$ cat src/prrm_defines.svh
`ifndef PRRM_DEFINES_SVH
`define PRRM_DEFINES_SVH

// ----------------------------------------------------------------------
// Register count and data width
// ----------------------------------------------------------------------
`define PRRM_NUM_REGS         15
`define PRRM_DATA_W           16

// ----------------------------------------------------------------------
// Standard I/O-space map
// ----------------------------------------------------------------------
`define PRRM_ADDR_PMS         16'hffe4
`define PRRM_ADDR_CLKPIN      16'hffe8
`define PRRM_ADDR_SSDATA      16'hfff0
`define PRRM_ADDR_SSCTL       16'hfff1
`define PRRM_ADDR_SSSTAT      16'hfff2
`define PRRM_ADDR_SSMC        16'hfff3
`define PRRM_ADDR_ASDATA      16'hfff4
`define PRRM_ADDR_ASCTL       16'hfff5
`define PRRM_ADDR_PINSTAT     16'hfff6
`define PRRM_ADDR_BAUD        16'hfff7
`define PRRM_ADDR_CDCTL       16'hfff8
`define PRRM_ADDR_PERIOD      16'hfff9
`define PRRM_ADDR_COUNT       16'hfffa
`define PRRM_ADDR_SSCNT       16'hfffb
`define PRRM_ADDR_WAIT        16'hfffc

// ----------------------------------------------------------------------
// Reduced I/O-space map
// ----------------------------------------------------------------------
`define PRRM_RADDR_CDCTL      16'hfffc
`define PRRM_RADDR_PERIOD     16'hfffd
`define PRRM_RADDR_COUNT      16'hfffe
`define PRRM_RADDR_WAIT       16'hffff

// ----------------------------------------------------------------------
// Reset values
// ----------------------------------------------------------------------
`define PRRM_RST_PMS          16'h000c
`define PRRM_RST_CLKPIN       16'h0000
`define PRRM_RST_DATA         16'h0000
`define PRRM_RST_SSCTL        16'h0030
`define PRRM_RST_SSSTAT       16'h0000
`define PRRM_RST_SSMC         16'h0000
`define PRRM_RST_ASCTL        16'h0000
`define PRRM_RST_PINSTAT      16'h1800
`define PRRM_RST_BAUD         16'h0001
`define PRRM_RST_CDCTL        16'h0000
`define PRRM_RST_PERIOD       16'hffff
`define PRRM_RST_COUNT        16'hffff
`define PRRM_RST_SSCNT        16'h0000
`define PRRM_RST_WAIT         16'h0fff

// ----------------------------------------------------------------------
// Write masks and field positions
// ----------------------------------------------------------------------
`define PRRM_WMASK_ALL        16'hffff
`define PRRM_WMASK_PMS        16'h000c
`define PRRM_WMASK_CLKPIN     16'h0001
`define PRRM_WMASK_PINSTAT    16'hff00
`define PRRM_PMS_BOOT_BIT     0
`define PRRM_PMS_LEVEL_BIT    1
`define PRRM_CLKPIN_OFF_BIT   0
`define PRRM_ASCTL_DIR_LSB    8
`define PRRM_PINSTAT_PIN_LSB  0

`endif

$ cat src/prrm_pkg.sv
`default_nettype none
package prrm_pkg;

  typedef logic [15:0] prrm_word_t;

  typedef enum {
    prrm_idx_pms,
    prrm_idx_clkpin,
    prrm_idx_ssdata,
    prrm_idx_ssctl,
    prrm_idx_ssstat,
    prrm_idx_ssmc,
    prrm_idx_asdata,
    prrm_idx_asctl,
    prrm_idx_pinstat,
    prrm_idx_baud,
    prrm_idx_cdctl,
    prrm_idx_period,
    prrm_idx_count,
    prrm_idx_sscnt,
    prrm_idx_wait
  } prrm_reg_idx_t;

endpackage : prrm_pkg
`default_nettype wire

$ cat src/prrm_reg16.sv
`timescale 1ns/10ps
`default_nettype none
module prrm_reg16 #(
  parameter logic [15:0] RESET_CONST = 16'h0000,
  parameter logic [15:0] WRITE_MASK  = 16'hffff,
  parameter bit          HAS_RESET   = 1'b1
) (
  input  wire logic        clk,          // core clock
  input  wire logic        rst_n,        // synchronised async reset
  input  wire logic        load_reset,   // peripheral reset active
  input  wire logic [15:0] reset_value,  // value loaded under reset
  input  wire logic        write_en,     // CPU write to this register
  input  wire logic [15:0] write_data,   // CPU write data
  output var  logic [15:0] q             // register contents
);

  wire [15:0] next_q = (q & ~WRITE_MASK) | (write_data & WRITE_MASK);

  generate
    if (HAS_RESET)
    begin : g_rst
      always_ff @(posedge clk or negedge rst_n)
      begin
        if (!rst_n)
          q <= RESET_CONST;
        else if (load_reset)
          q <= reset_value;
        else if (write_en)
          q <= next_q;
      end
    end
    else
    begin : g_norst
      // Data holding registers carry no reset; their value is undefined.
      always_ff @(posedge clk)
      begin
        if (write_en)
          q <= next_q;
      end
    end
  endgenerate

endmodule : prrm_reg16
`default_nettype wire

$ cat src/prrm_reset_ctl.sv
`timescale 1ns/10ps
`default_nettype none
module prrm_reset_ctl (
  input  wire logic clk,             // core clock
  input  wire logic reset_n,         // async device reset, active low
  input  wire logic soft_reset_req,  // CPU request for peripheral reset
  output var  logic rst_sync_n,      // synchronised reset, active low
  output var  logic periph_reset_n   // peripheral reset line, active low
);

  logic rst_meta_n;

  always_ff @(posedge clk or negedge reset_n)
  begin
    if (!reset_n)
    begin
      rst_meta_n <= 1'b0;
      rst_sync_n <= 1'b0;
    end
    else
    begin
      rst_meta_n <= 1'b1;
      rst_sync_n <= rst_meta_n;
    end
  end

  // The line stays asserted one edge past release so pins are captured.
  always_ff @(posedge clk or negedge reset_n)
  begin
    if (!reset_n)
      periph_reset_n <= 1'b0;
    else
      periph_reset_n <= rst_sync_n & ~soft_reset_req;
  end

endmodule : prrm_reset_ctl
`default_nettype wire

$ cat src/prrm_top.sv
// Summary of operation
// - Peripheral control and data registers live in I/O space.
// - Any reset drives peripheral reset to all registers except the two serial data registers.
// - Memory status resets 000x, pin bits from pins.
// - Clock-pin control resets 0000, clock pin driven.
// - Serial data registers are not reset.
// - Sync control resets to 0030h.
// - Same value: external clocks, continuous, both enabled.
// - Sync status resets to 0000h.
// - Sync multichannel resets to 0000h.
// - Async control resets to 0000h.
// - Transmit pin high, aux pins inputs.
// - Pin status resets 180xh, low four bits pins.
// - Baud divisor resets to 0001h.
// - Countdown control resets to 0000h.
// - Reload period resets to FFFFh.
// - Counter value resets to FFFFh.
// - Sync serial counter resets to 0000h.
// - Wait-state control resets to 0FFFh.
// - Reduced map: timer and wait at FFFCh-FFFFh.
`timescale 1ns/10ps
`default_nettype none
`include "prrm_defines.svh"
module prrm_top (
  input  wire logic        clk,                   // core clock, 125 MHz
  input  wire logic        reset_n,               // device reset
  input  wire logic        soft_reset_req,        // CPU peripheral reset
  input  wire logic        reduced_map_pin,       // reduced variant strap
  input  wire logic        boot_memory_select,    // boot select pin
  input  wire logic        external_level_bit,    // external level pin
  input  wire logic [3:0]  aux_pin_in,            // aux pins 3..0 level
  input  wire logic        io_strobe,             // I/O-space cycle
  input  wire logic        io_write,              // write cycle
  input  wire logic        io_read,               // read cycle
  input  wire logic [15:0] io_addr,               // I/O address
  input  wire logic [15:0] io_wdata,              // write data
  output var  logic [15:0] io_rdata,              // read data
  output var  logic        io_ack,                // cycle answered
  output var  logic        peripheral_reset_line_n, // peripheral reset
  output var  logic        core_clock_output_off, // clock pin disabled
  output var  logic        async_tx_out,          // async transmit pin
  output var  logic [3:0]  aux_pin_out,           // aux pin drive level
  output var  logic [3:0]  aux_pin_oe_n,          // aux pin enable
  output var  logic [15:0] sync_serial_control,   // sync control
  output var  logic [15:0] sync_serial_status,    // sync status
  output var  logic [15:0] sync_serial_multichannel, // sync multichannel
  output var  logic [15:0] async_serial_control,  // async control
  output var  logic [15:0] baud_divisor,          // baud divisor
  output var  logic [15:0] countdown_control,     // timer control
  output var  logic [15:0] reload_period,         // timer period
  output var  logic [15:0] down_counter_value,    // timer count
  output var  logic [15:0] wait_state_control     // wait states
);

  // --------------------------------------------------------------------
  // Register tables
  // --------------------------------------------------------------------
  localparam int N = `PRRM_NUM_REGS;

  localparam logic [15:0] STD_ADDR [N] = '{
    `PRRM_ADDR_PMS, `PRRM_ADDR_CLKPIN, `PRRM_ADDR_SSDATA,
    `PRRM_ADDR_SSCTL, `PRRM_ADDR_SSSTAT, `PRRM_ADDR_SSMC,
    `PRRM_ADDR_ASDATA, `PRRM_ADDR_ASCTL, `PRRM_ADDR_PINSTAT,
    `PRRM_ADDR_BAUD, `PRRM_ADDR_CDCTL, `PRRM_ADDR_PERIOD,
    `PRRM_ADDR_COUNT, `PRRM_ADDR_SSCNT, `PRRM_ADDR_WAIT
  };

  // Unused slots of the reduced map never match: their valid bit is 0.
  localparam logic [15:0] RED_ADDR [N] = '{
    16'h0000, 16'h0000, 16'h0000, 16'h0000, 16'h0000, 16'h0000,
    16'h0000, 16'h0000, 16'h0000, 16'h0000,
    `PRRM_RADDR_CDCTL, `PRRM_RADDR_PERIOD, `PRRM_RADDR_COUNT,
    16'h0000, `PRRM_RADDR_WAIT
  };

  localparam logic [N-1:0] RED_VALID = 15'h5c00;

  localparam logic [15:0] RST_TAB [N] = '{
    `PRRM_RST_PMS, `PRRM_RST_CLKPIN, `PRRM_RST_DATA,
    `PRRM_RST_SSCTL, `PRRM_RST_SSSTAT, `PRRM_RST_SSMC,
    `PRRM_RST_DATA, `PRRM_RST_ASCTL, `PRRM_RST_PINSTAT,
    `PRRM_RST_BAUD, `PRRM_RST_CDCTL, `PRRM_RST_PERIOD,
    `PRRM_RST_COUNT, `PRRM_RST_SSCNT, `PRRM_RST_WAIT
  };

  localparam logic [15:0] WMASK_TAB [N] = '{
    `PRRM_WMASK_PMS, `PRRM_WMASK_CLKPIN, `PRRM_WMASK_ALL,
    `PRRM_WMASK_ALL, `PRRM_WMASK_ALL, `PRRM_WMASK_ALL,
    `PRRM_WMASK_ALL, `PRRM_WMASK_ALL, `PRRM_WMASK_PINSTAT,
    `PRRM_WMASK_ALL, `PRRM_WMASK_ALL, `PRRM_WMASK_ALL,
    `PRRM_WMASK_ALL, `PRRM_WMASK_ALL, `PRRM_WMASK_ALL
  };

  localparam logic [N-1:0] HAS_RST = 15'h7fbb;

  localparam int I_PMS     = int'(prrm_pkg::prrm_idx_pms);
  localparam int I_CLKPIN  = int'(prrm_pkg::prrm_idx_clkpin);
  localparam int I_SSDATA  = int'(prrm_pkg::prrm_idx_ssdata);
  localparam int I_SSCTL   = int'(prrm_pkg::prrm_idx_ssctl);
  localparam int I_SSSTAT  = int'(prrm_pkg::prrm_idx_ssstat);
  localparam int I_SSMC    = int'(prrm_pkg::prrm_idx_ssmc);
  localparam int I_ASDATA  = int'(prrm_pkg::prrm_idx_asdata);
  localparam int I_ASCTL   = int'(prrm_pkg::prrm_idx_asctl);
  localparam int I_PINSTAT = int'(prrm_pkg::prrm_idx_pinstat);
  localparam int I_BAUD    = int'(prrm_pkg::prrm_idx_baud);
  localparam int I_CDCTL   = int'(prrm_pkg::prrm_idx_cdctl);
  localparam int I_PERIOD  = int'(prrm_pkg::prrm_idx_period);
  localparam int I_COUNT   = int'(prrm_pkg::prrm_idx_count);
  localparam int I_SSCNT   = int'(prrm_pkg::prrm_idx_sscnt);
  localparam int I_WAIT    = int'(prrm_pkg::prrm_idx_wait);

  // --------------------------------------------------------------------
  // Address decode
  // --------------------------------------------------------------------
  function automatic logic [N-1:0] prrm_decode(
    input logic [15:0] addr,
    input logic        reduced
  );
    logic [N-1:0] hit;
    hit = '0;
    for (int i = 0; i < N; i++)
    begin
      if (reduced)
        hit[i] = RED_VALID[i] && (addr == RED_ADDR[i]);
      else
        hit[i] = (addr == STD_ADDR[i]);
    end
    return hit;
  endfunction : prrm_decode

  // --------------------------------------------------------------------
  // Reset generation
  // --------------------------------------------------------------------
  logic rst_sync_n;

  prrm_reset_ctl u_reset_ctl (
    .clk            (clk),
    .reset_n        (reset_n),
    .soft_reset_req (soft_reset_req),
    .rst_sync_n     (rst_sync_n),
    .periph_reset_n (peripheral_reset_line_n)
  );

  wire periph_reset = ~peripheral_reset_line_n;

  // The variant strap is caught while the peripheral reset is active.
  logic reduced_map;

  always_ff @(posedge clk or negedge rst_sync_n)
  begin
    if (!rst_sync_n)
      reduced_map <= 1'b0;
    else if (periph_reset)
      reduced_map <= reduced_map_pin;
  end

  // --------------------------------------------------------------------
  // Bus access
  // --------------------------------------------------------------------
  wire           wr_cycle = io_strobe & io_write;
  wire           rd_cycle = io_strobe & io_read;
  wire [N-1:0]   wr_hit   = prrm_decode(io_addr, reduced_map) & {N{wr_cycle}};
  wire [N-1:0]   rd_hit   = prrm_decode(io_addr, reduced_map) & {N{rd_cycle}};

  // Pin-derived bits are sampled only while the peripheral reset is on.
  wire [15:0] pms_rst_value = `PRRM_RST_PMS |
    (16'(boot_memory_select) << `PRRM_PMS_BOOT_BIT) |
    (16'(external_level_bit) << `PRRM_PMS_LEVEL_BIT);
  wire [15:0] pinstat_rst_value = `PRRM_RST_PINSTAT |
    (16'(aux_pin_in) << `PRRM_PINSTAT_PIN_LSB);

  // --------------------------------------------------------------------
  // Register bank
  // --------------------------------------------------------------------
  logic [15:0] regq      [N];
  wire  [15:0] rst_value [N];
  wire  [15:0] rd_chain  [N+1];

  assign rd_chain[0] = 16'h0000;

  genvar g;
  generate
    for (g = 0; g < N; g++)
    begin : g_reg
      if (g == I_PMS)
      begin : g_pms
        assign rst_value[g] = pms_rst_value;
      end
      else if (g == I_PINSTAT)
      begin : g_pin
        assign rst_value[g] = pinstat_rst_value;
      end
      else
      begin : g_const
        assign rst_value[g] = RST_TAB[g];
      end

      // Each register except the two serial data registers takes its reset value, then waits for a write.
      prrm_reg16 #(
        .RESET_CONST (RST_TAB[g]),
        .WRITE_MASK  (WMASK_TAB[g]),
        .HAS_RESET   (HAS_RST[g])
      ) u_reg (
        .clk         (clk),
        .rst_n       (rst_sync_n),
        .load_reset  (periph_reset),
        .reset_value (rst_value[g]),
        .write_en    (wr_hit[g]),
        .write_data  (io_wdata),
        .q           (regq[g])
      );

      assign rd_chain[g+1] = rd_chain[g] | (rd_hit[g] ? regq[g] : 16'h0000);
    end
  endgenerate

  // Unmapped addresses read as zero but are still acknowledged.
  always_ff @(posedge clk or negedge rst_sync_n)
  begin
    if (!rst_sync_n)
    begin
      io_rdata <= 16'h0000;
      io_ack   <= 1'b0;
    end
    else
    begin
      if (rd_cycle)
        io_rdata <= rd_chain[N];
      io_ack <= rd_cycle | wr_cycle;
    end
  end

  // --------------------------------------------------------------------
  // Pin controls
  // --------------------------------------------------------------------
  wire [3:0] aux_dir = regq[I_ASCTL][`PRRM_ASCTL_DIR_LSB +: 4];

  // The async port itself lies outside this block, so its line idles high.
  always_ff @(posedge clk or negedge rst_sync_n)
  begin
    if (!rst_sync_n)
    begin
      async_tx_out <= 1'b1;
      aux_pin_oe_n <= 4'hf;
      aux_pin_out  <= 4'h0;
    end
    else
    begin
      async_tx_out <= 1'b1;
      aux_pin_oe_n <= periph_reset ? 4'hf : ~aux_dir;
      aux_pin_out  <= 4'h0;
    end
  end

  assign core_clock_output_off    = regq[I_CLKPIN][`PRRM_CLKPIN_OFF_BIT];
  assign sync_serial_control      = regq[I_SSCTL];
  assign sync_serial_status       = regq[I_SSSTAT];
  assign sync_serial_multichannel = regq[I_SSMC];
  assign async_serial_control     = regq[I_ASCTL];
  assign baud_divisor             = regq[I_BAUD];
  assign countdown_control        = regq[I_CDCTL];
  assign reload_period            = regq[I_PERIOD];
  assign down_counter_value       = regq[I_COUNT];
  assign wait_state_control       = regq[I_WAIT];
endmodule : prrm_top
`default_nettype wire

$ cat config.mk
export PLATFORM = sky130hd
export DESIGN_NAME = prrm_top
export DESIGN_NICKNAME = d
export VERILOG_FILES = /design/src/prrm_pkg.sv /design/src/prrm_reg16.sv /design/src/prrm_reset_ctl.sv /design/src/prrm_top.sv
export VERILOG_INCLUDE_DIRS = /design/src
export SDC_FILE = /design/constraint.sdc
export NUM_CORES = 1
export LEC_CHECK = 0
export BUFFER_PORTS_ARGS = -buffer_cell sky130_fd_sc_hd__buf_4
export CAP_MARGIN = 25
export CORE_ASPECT_RATIO = 0.9
export CORE_MARGIN = 4
export CORE_UTILIZATION = 50
export CTS_BUF_LIST = sky130_fd_sc_hd__clkbuf_4
export CTS_CLUSTER_SIZE = 8
export DETAILED_ROUTE_END_ITERATION = 7
export GPL_ROUTABILITY_DRIVEN = 0
export PLACE_DENSITY = 0.78
export SETUP_SLACK_MARGIN = 0.2
export SLEW_MARGIN = 10
export SYNTH_ARGS = -nofsm -noshare
export SYNTH_HDL_FRONTEND = slang
export SYNTH_SLANG_ARGS = --single-unit
$ cat constraint.sdc
create_clock -name clk -period 6.15 [get_ports clk]
set_clock_uncertainty 0.2 [all_clocks]
set_input_delay 1.23 -clock clk [delete_from_list [all_inputs] [get_ports clk]]
set_output_delay 1.23 -clock clk [all_outputs]
set_load 0.005 [all_outputs]
==> results of run 1 <==
## logic make-up (layout without fill, tap and decap cells)
| kind of cell | Yosys count | count (layout) |
|---|---|---|
| AND/OR/NAND/NOR | 610 | 610 |
| AO/OA/AOI/OAI | 236 | 236 |
| flip-flops | 234 | 234 |
| buffers and inverters | 117 | 344 |
| multiplexers | 32 | 32 |
| other | 2 | 6 |
| XOR/XNOR | 1 | 1 |
## registers in the layout, indices dropped and copies added (netlist names)
register and count:
io_ack 1, u_reset_ctl.rst_meta_n 1, aux_pin_oe_n 4, io_rdata 16, reduced_map 1, g.u_reg.q 209
u_reset_ctl.rst_sync_n 1, u_reset_ctl.periph_reset_n 1
## path summary, 6_finish.rpt
path / endpoint / cells past startpoint
max in group asynchronous: g_reg[3].u_reg.q[11]$_DFFE_PN0P_ / 1
hold / removal: u_reset_ctl.periph_reset_n$_DFF_PN0_ / 1
setup / recovery: g_reg[3].u_reg.q[11]$_DFFE_PN0P_ / 8
hold reg to reg: u_reset_ctl.rst_sync_n$_DFF_PN0_ / 0
min in group clk: u_reset_ctl.rst_sync_n$_DFF_PN0_ / 0
setup reg to reg: g_reg[3].u_reg.q[11]$_DFFE_PN0P_ / 6
## through the flow
stage                     cells  utilization [%]  cell area [µm²]  total power [µW]
final                      1760             61.9            14000              3170
after floorplan            1236                -            11600              1760
after detailed placement   1653             58.5            13200              1860
after global placement     1653             58.5            13200              1860
after CTS                  1758             61.8            14000              3170
after global routing       1760             61.9            14000              3270
## power breakdown
group / leakage (µW) / internal (µW) / total (µW) / switching, µW
Clock: 0.000443 / 680 / 1330 / 650
Combinational: 0.00247 / 79.1 / 225 / 145
Sequential: 0.00286 / 1590 / 1610 / 25.7
Total: 0.00577 / 2350 / 3170 / 822
## worst max-delay path, cell delays in order
cell and delay [ps]:
buf_4 140, and4_1 840, buf_4 360, nand2_1 230, nor3_2 640, buf_4 310
nand2_1 70, a21boi_1 130
## cell type report
cell class                 count  area, µm²
fill                        1922       8640
clock buffer                  86        646
clock inverter                19       98.8
multi-input combinational    885       5010
tap                          297        372
timing repair buffer         232       1760
sequential                   234       6090
inverter                       7       26.3
## metal layers
metal  vias up  wire [µm]
met5         -          0
met4         0       1920
met3       179       7290
met2      1037      18300
met1      5352      16400
li1       4760          -
## synth_stat cells (all sizes together) (8+ instances only)
master / number
nand2: 368
a21oi: 19
a32oi: 8
buf: 40
nor2: 23
mux2i: 17
a21boi: 120
nor3: 37
nand3: 88
edfxtp: 32
o32a: 8
nand4: 28
a22oi: 12
a31oi: 13
and3: 17
clkbuf: 70
and4: 9
nor4: 11
dfstp: 55
mux2: 13
dfrtp: 147
## placed cells by master (no fill, tap or decap), drive strengths merged, types with 3 or more instances in the layout
cell type and count:
a21boi 120, a21oi 19, a221o 5, a221oi 4, a22o 3, a22oi 12
a31oi 13, a32oi 8, and2 3, and3 17, and4 9, and4b 3
buf 232, clkbuf 86, clkinv 17, conb 6, dfrtp 147, dfstp 55
edfxtp 32, inv 8, mux2 13, mux2i 17, nand2 368, nand3 88
nand4 28, nor2 23, nor2b 3, nor3 37, nor3b 4, nor4 11
o211ai 3, o21ai 6, o2bb2ai 5, o31ai 4, o32a 8, o32ai 6
or3 7
==> flow_metrics.py, run 1 <==
metrics = {
    "clock_network": {
        "insertion_delay_ps": 710,
        "cts.clk_slew.worst_paths_ps": 70,
        "post_cts_buffers": 0,
        "cts_made_buffers": 58,
        "hold_buffers": 0,
        "clock-root-buffer": "clkbuf_4",
        "cts.repair.resized": 0,
        "cts_max_level": 2,
        "cts_sinks": 234,
        "cts_tree": "built",
        "clock_path_buffers": 3,
    },
    "sta": {
        "period_needed_ps": 3590,
        "setup_slack_ps": 2560,
        "fmax_ghz": 0.279,
        "rsz0062_at_grt": "false",
        "finalMaxSlewViolations": 0,
        "worst_pin_slew_ps": 1120,
        "slew_headroom_pct": 25.1,
        "finalHoldViolCount": 0,
        "fin_crit_sh_pct": 58.4,
        "timing.setup.tns_ps": 0,
        "whs_ps": 86.4,
        "setup_viol": 0,
    },
    "cells_and_area": {
        "final_layout_size_suffix_gt1_share_pct": 28.2,
        "area_delta_synth_final_pct": 20.9,
        "nNetsFinal": 1463,
        "num_antenna_cells": 0,
    },
    "die": {
        "start_util_pct": 51.2,
        "die_x_um": 168,
        "die_area_um2": 25700,
        "boundaryPins": 217,
        "rows": 52,
        "die_h_um": 152,
        "core_area_um2": 22600,
    },
    "worst_setup_path": {
        "path_class": "in2reg",
        "r2r_slack_ps": 2880,
        "cp-end-kind": "flop",
        "worst_ep_required_time_ps": 6520,
        "cp-start-kind": "primary input",
        "reg2reg_from": "reduced_map$_DFFE_PN0N_",
        "critPathArrivalTime_ps": 3960,
        "cp_max_fo": 21,
        "critPathLaunch": "io_addr[4]",
    },
    "routing": {
        "drc": 16,
        "wl_per_cell_um": 24.9,
        "wirelength_um": 43900,
        "drt-initial-drc-count": 2091,
        "dr_total_vias": 11300,
        "dr.pass1.iters": 8,
        "viasPerCell": 6.44,
        "ant_nets": 0,
    },
    "synthesis": {
        "synthMuxAreaShare_pct": 3.12,
        "yosysWarnings": 0,
        "synth_fa_ha_area_share_pct": 0,
        "synth_area_leader_cell": "dfrtp_1",
        "synth-async-reset-ratio_pct": 86.3,
        "synthSimpleGateAreaFrac_pct": 24.3,
        "synth-xor-area-share_pct": 0.0756,
        "syn_avg_cell_area_um2": 9.40,
        "postSynthCellCount": 1232,
        "synth-edff-count": 32,
        "ys.flop_type": "dfrtp_1",
        "synth.distinct_cells": 70,
        "synth_top_area_share_pct": 31.7,
        "synth_top_family_by_area": "simple AND/OR/NAND/NOR gates",
        "ys_ff_latch": 234,
        "synth.area.top_cells": "dfrtp_1 32%, dfstp_2 12%, nand2_1 12%",
        "ys_seq_area_share_pct": 52.5,
        "synth_compound_area_share_pct": 15.4,
        "syn-cell-area_um2": 11600,
    },
    "outcome": {
        "status": "finished with violations",
        "violations": "DRC",
    },
    "job": {
        "maxCapViolCount": 0,
    },
    "power": {
        "irDropWorstVdd_mv": 0.122,
        "power_density_nw_per_um2": 226,
        "p_leak_uw": 0.00577,
    },
    "grt": {
        "grt_usage_pct": 33.1,
        "grt-ovfl-total": 0,
        "use_met1_pct": 46.8,
        "busiest_layer": "met2",
        "grt_pass1_wl_um": 66400,
        "gr-usage-met3_pct": 12.0,
        "grt_max_degree": 201,
        "use_met2_pct": 47.1,
        "grt_pass1_vias": 11000,
        "antenna_found_initial": 0,
    },
    "place": {
        "portBuffers": 211,
        "hpwl_um": 29700,
        "place_ws_ps": 1940,
    },
    "min_path": {
        "hp-class": "in2async",
    },
}
No activity file was read; power rests on OpenSTA's default activity.
==> run 2: changes to the inputs <==
- ABC_AREA: unset -> 1
- PLACE_DENSITY: 0.78 -> 0.75
- clock period: 6.15 -> 3.55 ns (I/O delays scaled with it)
==> run 2 against run 1 <==
Compared with the run above:
- sequential power up 86%
- synthesized cell count up 6.5%
- final area down 1.3%
- die area down 3.7%
- non-clock buffer count up 25
- worst hold slack worse by 83 ps
- via count down 2.4%
- global-route usage down 0.17 points
- utilization up 1.7 points
- final cell count up 7.2%
- the run now ends clean
- setup slack worse by 1500 ps
- sequential cell count unchanged
==> flow_metrics.py, run 2 <==
metrics = {
    "cells_and_area": {
        "top_register": "g.u_reg.q",
        "fin_util_pct": 63.5,
        "reg_top3": "g.u_reg.q: 209 flops, io_rdata: 16 flops, aux_pin_oe_n: 4 flops",
        "largest_reg_flops": 209,
        "final_layout_size_suffix_gt1_share_pct": 29.5,
        "nNetsFinal": 1591,
        "layout_common_cells": "274 x nand2_1, 245 x buf_4, 146 x dfrtp_1",
        "final_cells": 1887,
        "area_delta_synth_final_pct": 24.1,
        "final_common_cell": "nand2_1",
    },
    "routing": {
        "drc": 0,
        "ant_nets": 0,
        "wirelength_um": 40800,
        "dr_total_vias": 11100,
        "wl_per_cell_um": 21.6,
        "viasPerCell": 5.86,
        "drt-initial-drc-count": 1610,
        "dr.pass1.iters": 6,
    },
    "grt": {
        "grt-ovfl-total": 0,
        "use_met2_pct": 46.7,
        "gr-usage-met3_pct": 9.23,
        "grt_pass1_wl_um": 61500,
        "busiest_layer": "met1",
        "grt_usage_pct": 32.9,
        "grt_max_degree": 72,
        "use_met1_pct": 47.8,
        "antenna_found_initial": 1,
        "grt_pass1_vias": 10300,
    },
    "synthesis": {
        "synth-edff-count": 32,
        "syn_avg_cell_area_um2": 8.49,
        "yosys-top-cells-count": "274 x nand2_1, 147 x dfrtp_1, 145 x nor2_1, 126 x nand3_1, 100 x inv_1",
        "ys_seq_area_share_pct": 54.6,
        "yosysWarnings": 0,
        "ys_ff_latch": 234,
        "synth.area.top_cells": "dfrtp_1 33%, dfstp_2 13%, nand2_1 9.2%",
        "synth.most_common_cell": "nand2_1",
        "postSynthCellCount": 1312,
        "synth_area_leader_cell": "dfrtp_1",
        "syn-cell-area_um2": 11100,
        "synth.distinct_cells": 27,
        "synth-async-reset-ratio_pct": 86.3,
        "ys.flop_type": "dfrtp_1",
        "synth_top_area_share_pct": 33.0,
    },
    "clock_network": {
        "cts.repair.resized": 0,
        "post_cts_buffers": 0,
        "cts.clk_slew.worst_paths_ps": 70,
        "cts_sinks": 234,
        "clock_path_buffers": 3,
        "insertion_delay_ps": 730,
        "hold_buffers": 9,
        "cts_made_buffers": 58,
        "cts_max_level": 2,
        "cts_tree": "built",
        "clock-root-buffer": "clkbuf_4",
    },
    "sta": {
        "setup_viol": 0,
        "period_needed_ps": 2450,
        "fmax_ghz": 0.408,
        "timing.setup.tns_ps": 0,
        "finalMaxSlewViolations": 0,
        "whs_ps": 3.29,
        "fin_crit_sh_pct": 69.1,
        "rsz0062_at_grt": "false",
        "slew_headroom_pct": 34.7,
        "worst_pin_slew_ps": 978,
        "setup_slack_ps": 1100,
        "finalHoldViolCount": 0,
    },
    "die": {
        "rows": 51,
        "core_area_um2": 21800,
        "start_util_pct": 51.2,
        "boundaryPins": 217,
        "die_x_um": 165,
        "die_area_um2": 24700,
        "die_h_um": 150,
    },
    "worst_setup_path": {
        "path_class": "reg2reg",
        "critPathArrivalTime_ps": 2900,
        "critical_path.max_stage_delay_ps": 440,
        "critPathBufInv": 2,
        "cp-end-kind": "flop",
        "cpLargestDelayFamily": "simple AND/OR/NAND/NOR gates",
        "path_cells": "nor2_2 -> nand2_1 -> inv_2 -> nand3_1 -> o21ai_0 -> nor2_1 -> nand3_1 -> nand2_1 -> inv_1",
        "rr_worst_depth": 9,
        "cp_max_fo": 23,
        "cp-start-kind": "flop",
        "critPathSlowestCell": "dfrtp_1",
        "cp.depth": 9,
        "worst_ep_required_time_ps": 4000,
    },
    "power": {
        "power_density_nw_per_um2": 438,
        "comb_power_share_pct": 10.7,
        "p_leak_uw": 0.00660,
        "power.net_switching_uw": 1660,
        "swShare_pct": 27.4,
        "seqPwrFrac_pct": 49.6,
        "clkPwrFrac_pct": 39.6,
        "p_int_uw": 4400,
        "irDropWorstVdd_mv": 0.297,
    },
    "min_path": {
        "hp-class": "in2reg",
        "holdPathStages": 1,
    },
    "place": {
        "place_ws_ps": 586,
        "placed_cells": 1768,
        "hpwl_um": 29500,
        "portBuffers": 211,
    },
    "outcome": {
        "status": "completed",
    },
    "job": {
        "maxCapViolCount": 0,
    },
}
-- run 2: cell count changes after synthesis, moves of 26 or more --
| cell | before | now |
|---|---|---|
| a21boi_0 | 94 | 0 |
| a21boi_1 | 26 | 0 |
| clkbuf_1 | 70 | 20 |
| inv_1 | 7 | 100 |
| nand2_1 | 367 | 274 |
| nand3_1 | 88 | 126 |
| nand4_1 | 28 | 98 |
| nor2_1 | 22 | 145 |
| nor3_1 | 29 | 0 |
| o21ai_0 | 6 | 83 |
| o21ai_1 | 0 | 65 |
-- run 2: path summary, 6_finish.rpt --
| check | start | slack (ps) | end |
|---|---|---|---|
| worst max register to register | reduced_map$_DFFE_PN0N_ | 1100 | io_rdata[10]$_DFFE_PN0N_ |
| min in group asynchronous | reset_n | 160 | u_reset_ctl.rst_sync_n$_DFF_PN0_ |
| worst min-delay path | io_wdata[7] | 3 | g_reg[6].u_reg.q[7]$_DFFE_PP_ |
| worst min register to register | u_reset_ctl.rst_meta_n$_DFF_PN0_ | 160 | u_reset_ctl.rst_sync_n$_DFF_PN0_ |
| worst max-delay path | reduced_map$_DFFE_PN0N_ | 1100 | io_rdata[10]$_DFFE_PN0N_ |
| max in group asynchronous | u_reset_ctl.rst_sync_n$_DFF_PN0_ | 2030 | g_reg[12].u_reg.q[11]$_DFFE_PN1P_ |
-- run 2: routing by layer --
metal	up-vias	share of wire [%]	routed length, µm
met2	918	42	17100
met4	0	4.4	1810
li1	4878	-	-
met1	5129	39	15700
met5	-	0	0
met3	129	15	6140
-- run 2: power groups by stage --
| stage | Clock [µW] | Sequential, µW | Combinational [µW] |
|---|---|---|---|
| final | 2400 | 3000 | 648 |
| after global routing | 2550 | 3020 | 701 |
| after CTS | 2390 | 3000 | 639 |
| after detailed placement | 0 | 3050 | 629 |
| after global placement | 0 | 3050 | 616 |
| after floorplan | 0 | 3020 | 270 |
-- run 2: layout make-up --
class	count	area [µm²]
Multi-Input combinational cell	885	4170
Inverter	110	414
Tap cell	291	364
Clock inverter	7	26.3
Sequential cell	234	6090
Timing Repair Buffer	257	1990
Fill cell	1864	7940
Antenna cell	1	2.50
Clock buffer	102	766
-- run 2: cells by family after synthesis --
group	Yosys count	synth area share, %
buf+inv	197	8.08
compound gates	194	9.09
simple gates	685	28.1
flops	234	54.6
other cells	2	0.0674
-- run 2: metrics by stage --
step | instance area, µm² | power [µW]
2_1_floorplan | 11200 | 3290
3_3_place_gp | 12900 | 3660
3_5_place_dp | 12900 | 3680
4_1_cts | 13800 | 6030
5_1_grt | 13800 | 6270
6_report | 13800 | 6050
==> run 3: changes to the inputs <==
- clock period: 3.55 -> 2.3 ns (I/O delays scaled with it)
==> run 3 against run 2 <==
Compared with the run above:
- via count is 2.4% higher
- worst hold slack better by 27 ps
- final area is 6.8% higher
- setup slack worse by 860 ps
- final cell count is 3.2% higher
- register-to-register slack worse by 850 ps
- combinational power is 76% higher
- count of clock-buffer cells in the layout is 5 higher
- clock power is 63% higher
- critical path depth is 8 lower
- global-route usage is 0.094 points lower
- critical path type is now reg2out
- largest cell class unchanged
==> flow_metrics.py, run 3 (synthesis gave the netlist of run 2 again) <==
metrics = {
    "min_path": {
        "hold_start": "io_write",
        "hp-class": "in2reg",
        "hold_end": "io_ack$_DFF_PN0_",
        "holdPathStages": 4,
    },
    "die": {
        "start_util_pct": 51.2,
        "die_area_um2": 24700,
        "rows": 51,
        "boundaryPins": 217,
        "die_h_um": 150,
        "core_area_um2": 21800,
        "die_x_um": 165,
    },
    "grt": {
        "grt_usage_pct": 32.9,
        "grt_pass1_wl_um": 61500,
        "grt_pass1_vias": 10300,
        "gr-usage-met3_pct": 11.7,
        "grt_max_degree": 50,
        "use_met1_pct": 48.2,
        "busiest_layer": "met1",
        "antenna_found_initial": 1,
        "grt-ovfl-total": 0,
        "use_met2_pct": 45.3,
    },
    "worst_setup_path": {
        "worst_ep_required_time_ps": 1640,
        "critPathLaunch": "g_reg[9].u_reg.q[0]$_DFFE_PN1P_",
        "cp_max_fo": 3,
        "cp-end-kind": "primary output",
        "critPathArrivalTime_ps": 1400,
        "timing.rr.end": "g_reg[11].u_reg.q[0]$_DFFE_PN1P_",
        "path_class": "reg2out",
        "reg2reg_from": "reduced_map$_DFFE_PN0N_",
        "r2r_slack_ps": 250,
        "rr_worst_depth": 9,
        "critical_path.max_stage_delay_ps": 590,
        "cpLargestDelayFamily": "flip-flops",
        "critPathBufInv": 1,
        "cp-start-kind": "flop",
        "path_cells": "buf_4",
        "critPathSlowestCell": "dfstp_2",
    },
    "cells_and_area": {
        "largest_reg_flops": 209,
        "area_delta_synth_final_pct": 32.5,
        "reg_top3": "g.u_reg.q: 209 flops, io_rdata: 16 flops, aux_pin_oe_n: 4 flops",
        "final_cells": 1948,
        "seq_area_um2": 6090,
        "layout_common_cells": "267 x nand2_1, 256 x buf_4, 145 x dfrtp_1",
        "final_layout_size_suffix_gt1_share_pct": 31.9,
        "multi_input_area_um2": 4250,
        "top_register": "g.u_reg.q",
        "nNetsFinal": 1648,
        "final_common_cell": "nand2_1",
        "fillers": 1729,
    },
    "sta": {
        "period_needed_ps": 2060,
        "finalMaxSlewViolations": 0,
        "fmax_ghz": 0.486,
        "finalHoldViolCount": 0,
        "setup_slack_ps": 243,
        "worst_pin_slew_ps": 631,
        "fin_crit_sh_pct": 89.4,
        "setup_viol": 0,
        "rsz0062_at_grt": "true",
        "slew_headroom_pct": 57.9,
    },
    "clock_network": {
        "clock_path_buffers": 3,
        "insertion_delay_ps": 720,
        "cts_max_level": 2,
        "cts_tree": "built",
        "clock-root-buffer": "clkbuf_4",
        "cts.clk_slew.worst_paths_ps": 80,
        "cts_sinks": 234,
        "cts_made_buffers": 60,
    },
    "routing": {
        "drc": 0,
        "drt-initial-drc-count": 1823,
        "viasPerCell": 5.81,
        "dr.pass1.iters": 7,
        "wl_per_cell_um": 21.4,
        "wirelength_um": 41700,
        "ant_nets": 0,
        "dr_total_vias": 11300,
    },
    "job": {
        "maxCapViolCount": 0,
    },
    "power": {
        "power_density_nw_per_um2": 657,
        "irDropWorstVdd_mv": 0.405,
        "p_leak_uw": 0.00702,
    },
    "place": {
        "place_ws_ps": -24.9,
        "placed_cells": 1791,
        "hpwl_um": 29400,
        "portBuffers": 211,
    },
    "outcome": {
        "status": "completed",
    },
}
==> run 3: layout make-up <==
| type | instances | share of cell area (%) |
|---|---|---|
| clock inverter | 7 | 0.356 |
| timing repair buffer | 309 | 18.6 |
| sequential | 234 | 41.3 |
| tap | 291 | 2.47 |
| timing repair inverter | 3 | 0.136 |
| clock buffer | 107 | 5.44 |
| inverter | 110 | 2.89 |
| multi-input combinational | 885 | 28.8 |
| antenna | 2 | 0.0339 |
==> run 3: how the worst max path moves through the flow <==
stage	endpoint	cells after the start
floorplan	g_reg[0].u_reg.q[0]$_DFFE_PN0P_	0
global placement	io_rdata[0]$_DFFE_PN0N_	10
detailed placement	io_rdata[0]$_DFFE_PN0N_	10
CTS	reload_period[1]	1
global route	g_reg[11].u_reg.q[9]$_DFFE_PN1P_	9
finish	baud_divisor[0]	1
==> run 3: what timing repair did <==
item	in CTS	in global routing
hold endpoints to repair	90	0
setup endpoints to repair	1	53
resized for setup	1	18
pin swaps	0	3
gates cloned	2	5
hold buffers	26	0
setup buffers	2	6
==> run 3: per-layer routing <==
layer | vias to the layer above | wire length (µm)
met5 | - | 0
met1 | 5282 | 16300
met2 | 909 | 17500
li1 | 5005 | -
met3 | 126 | 6480
met4 | 0 | 1460
==> run 3: power by group <==
group	total (µW)	leakage [µW]	internal [µW]	switching (µW)
combinational	1140	0.00370	490	655
sequential	4630	0.00281	4420	207
clock	3920	0.000516	2170	1750
total	9690	0.00702	7080	2610
==> run 3: metrics by stage <==
step / power (µW) / hold slack [ps] / TNS (ps) / area (µm²) / utilization [%]
6_report: 9690 / 30.0 / 0 / 14800 / 67.8
5_1_grt: 10000 / 22.2 / 0 / 14800 / 67.8
4_1_cts: 9640 / 9.99 / 0 / 14600 / 67.0
3_5_place_dp: 5720 / 53.7 / -24.9 / 13400 / 61.5
3_3_place_gp: 5700 / 50.7 / -16.6 / 13400 / 61.5
2_1_floorplan: 5090 / -35.6 / 0 / 11200 / -
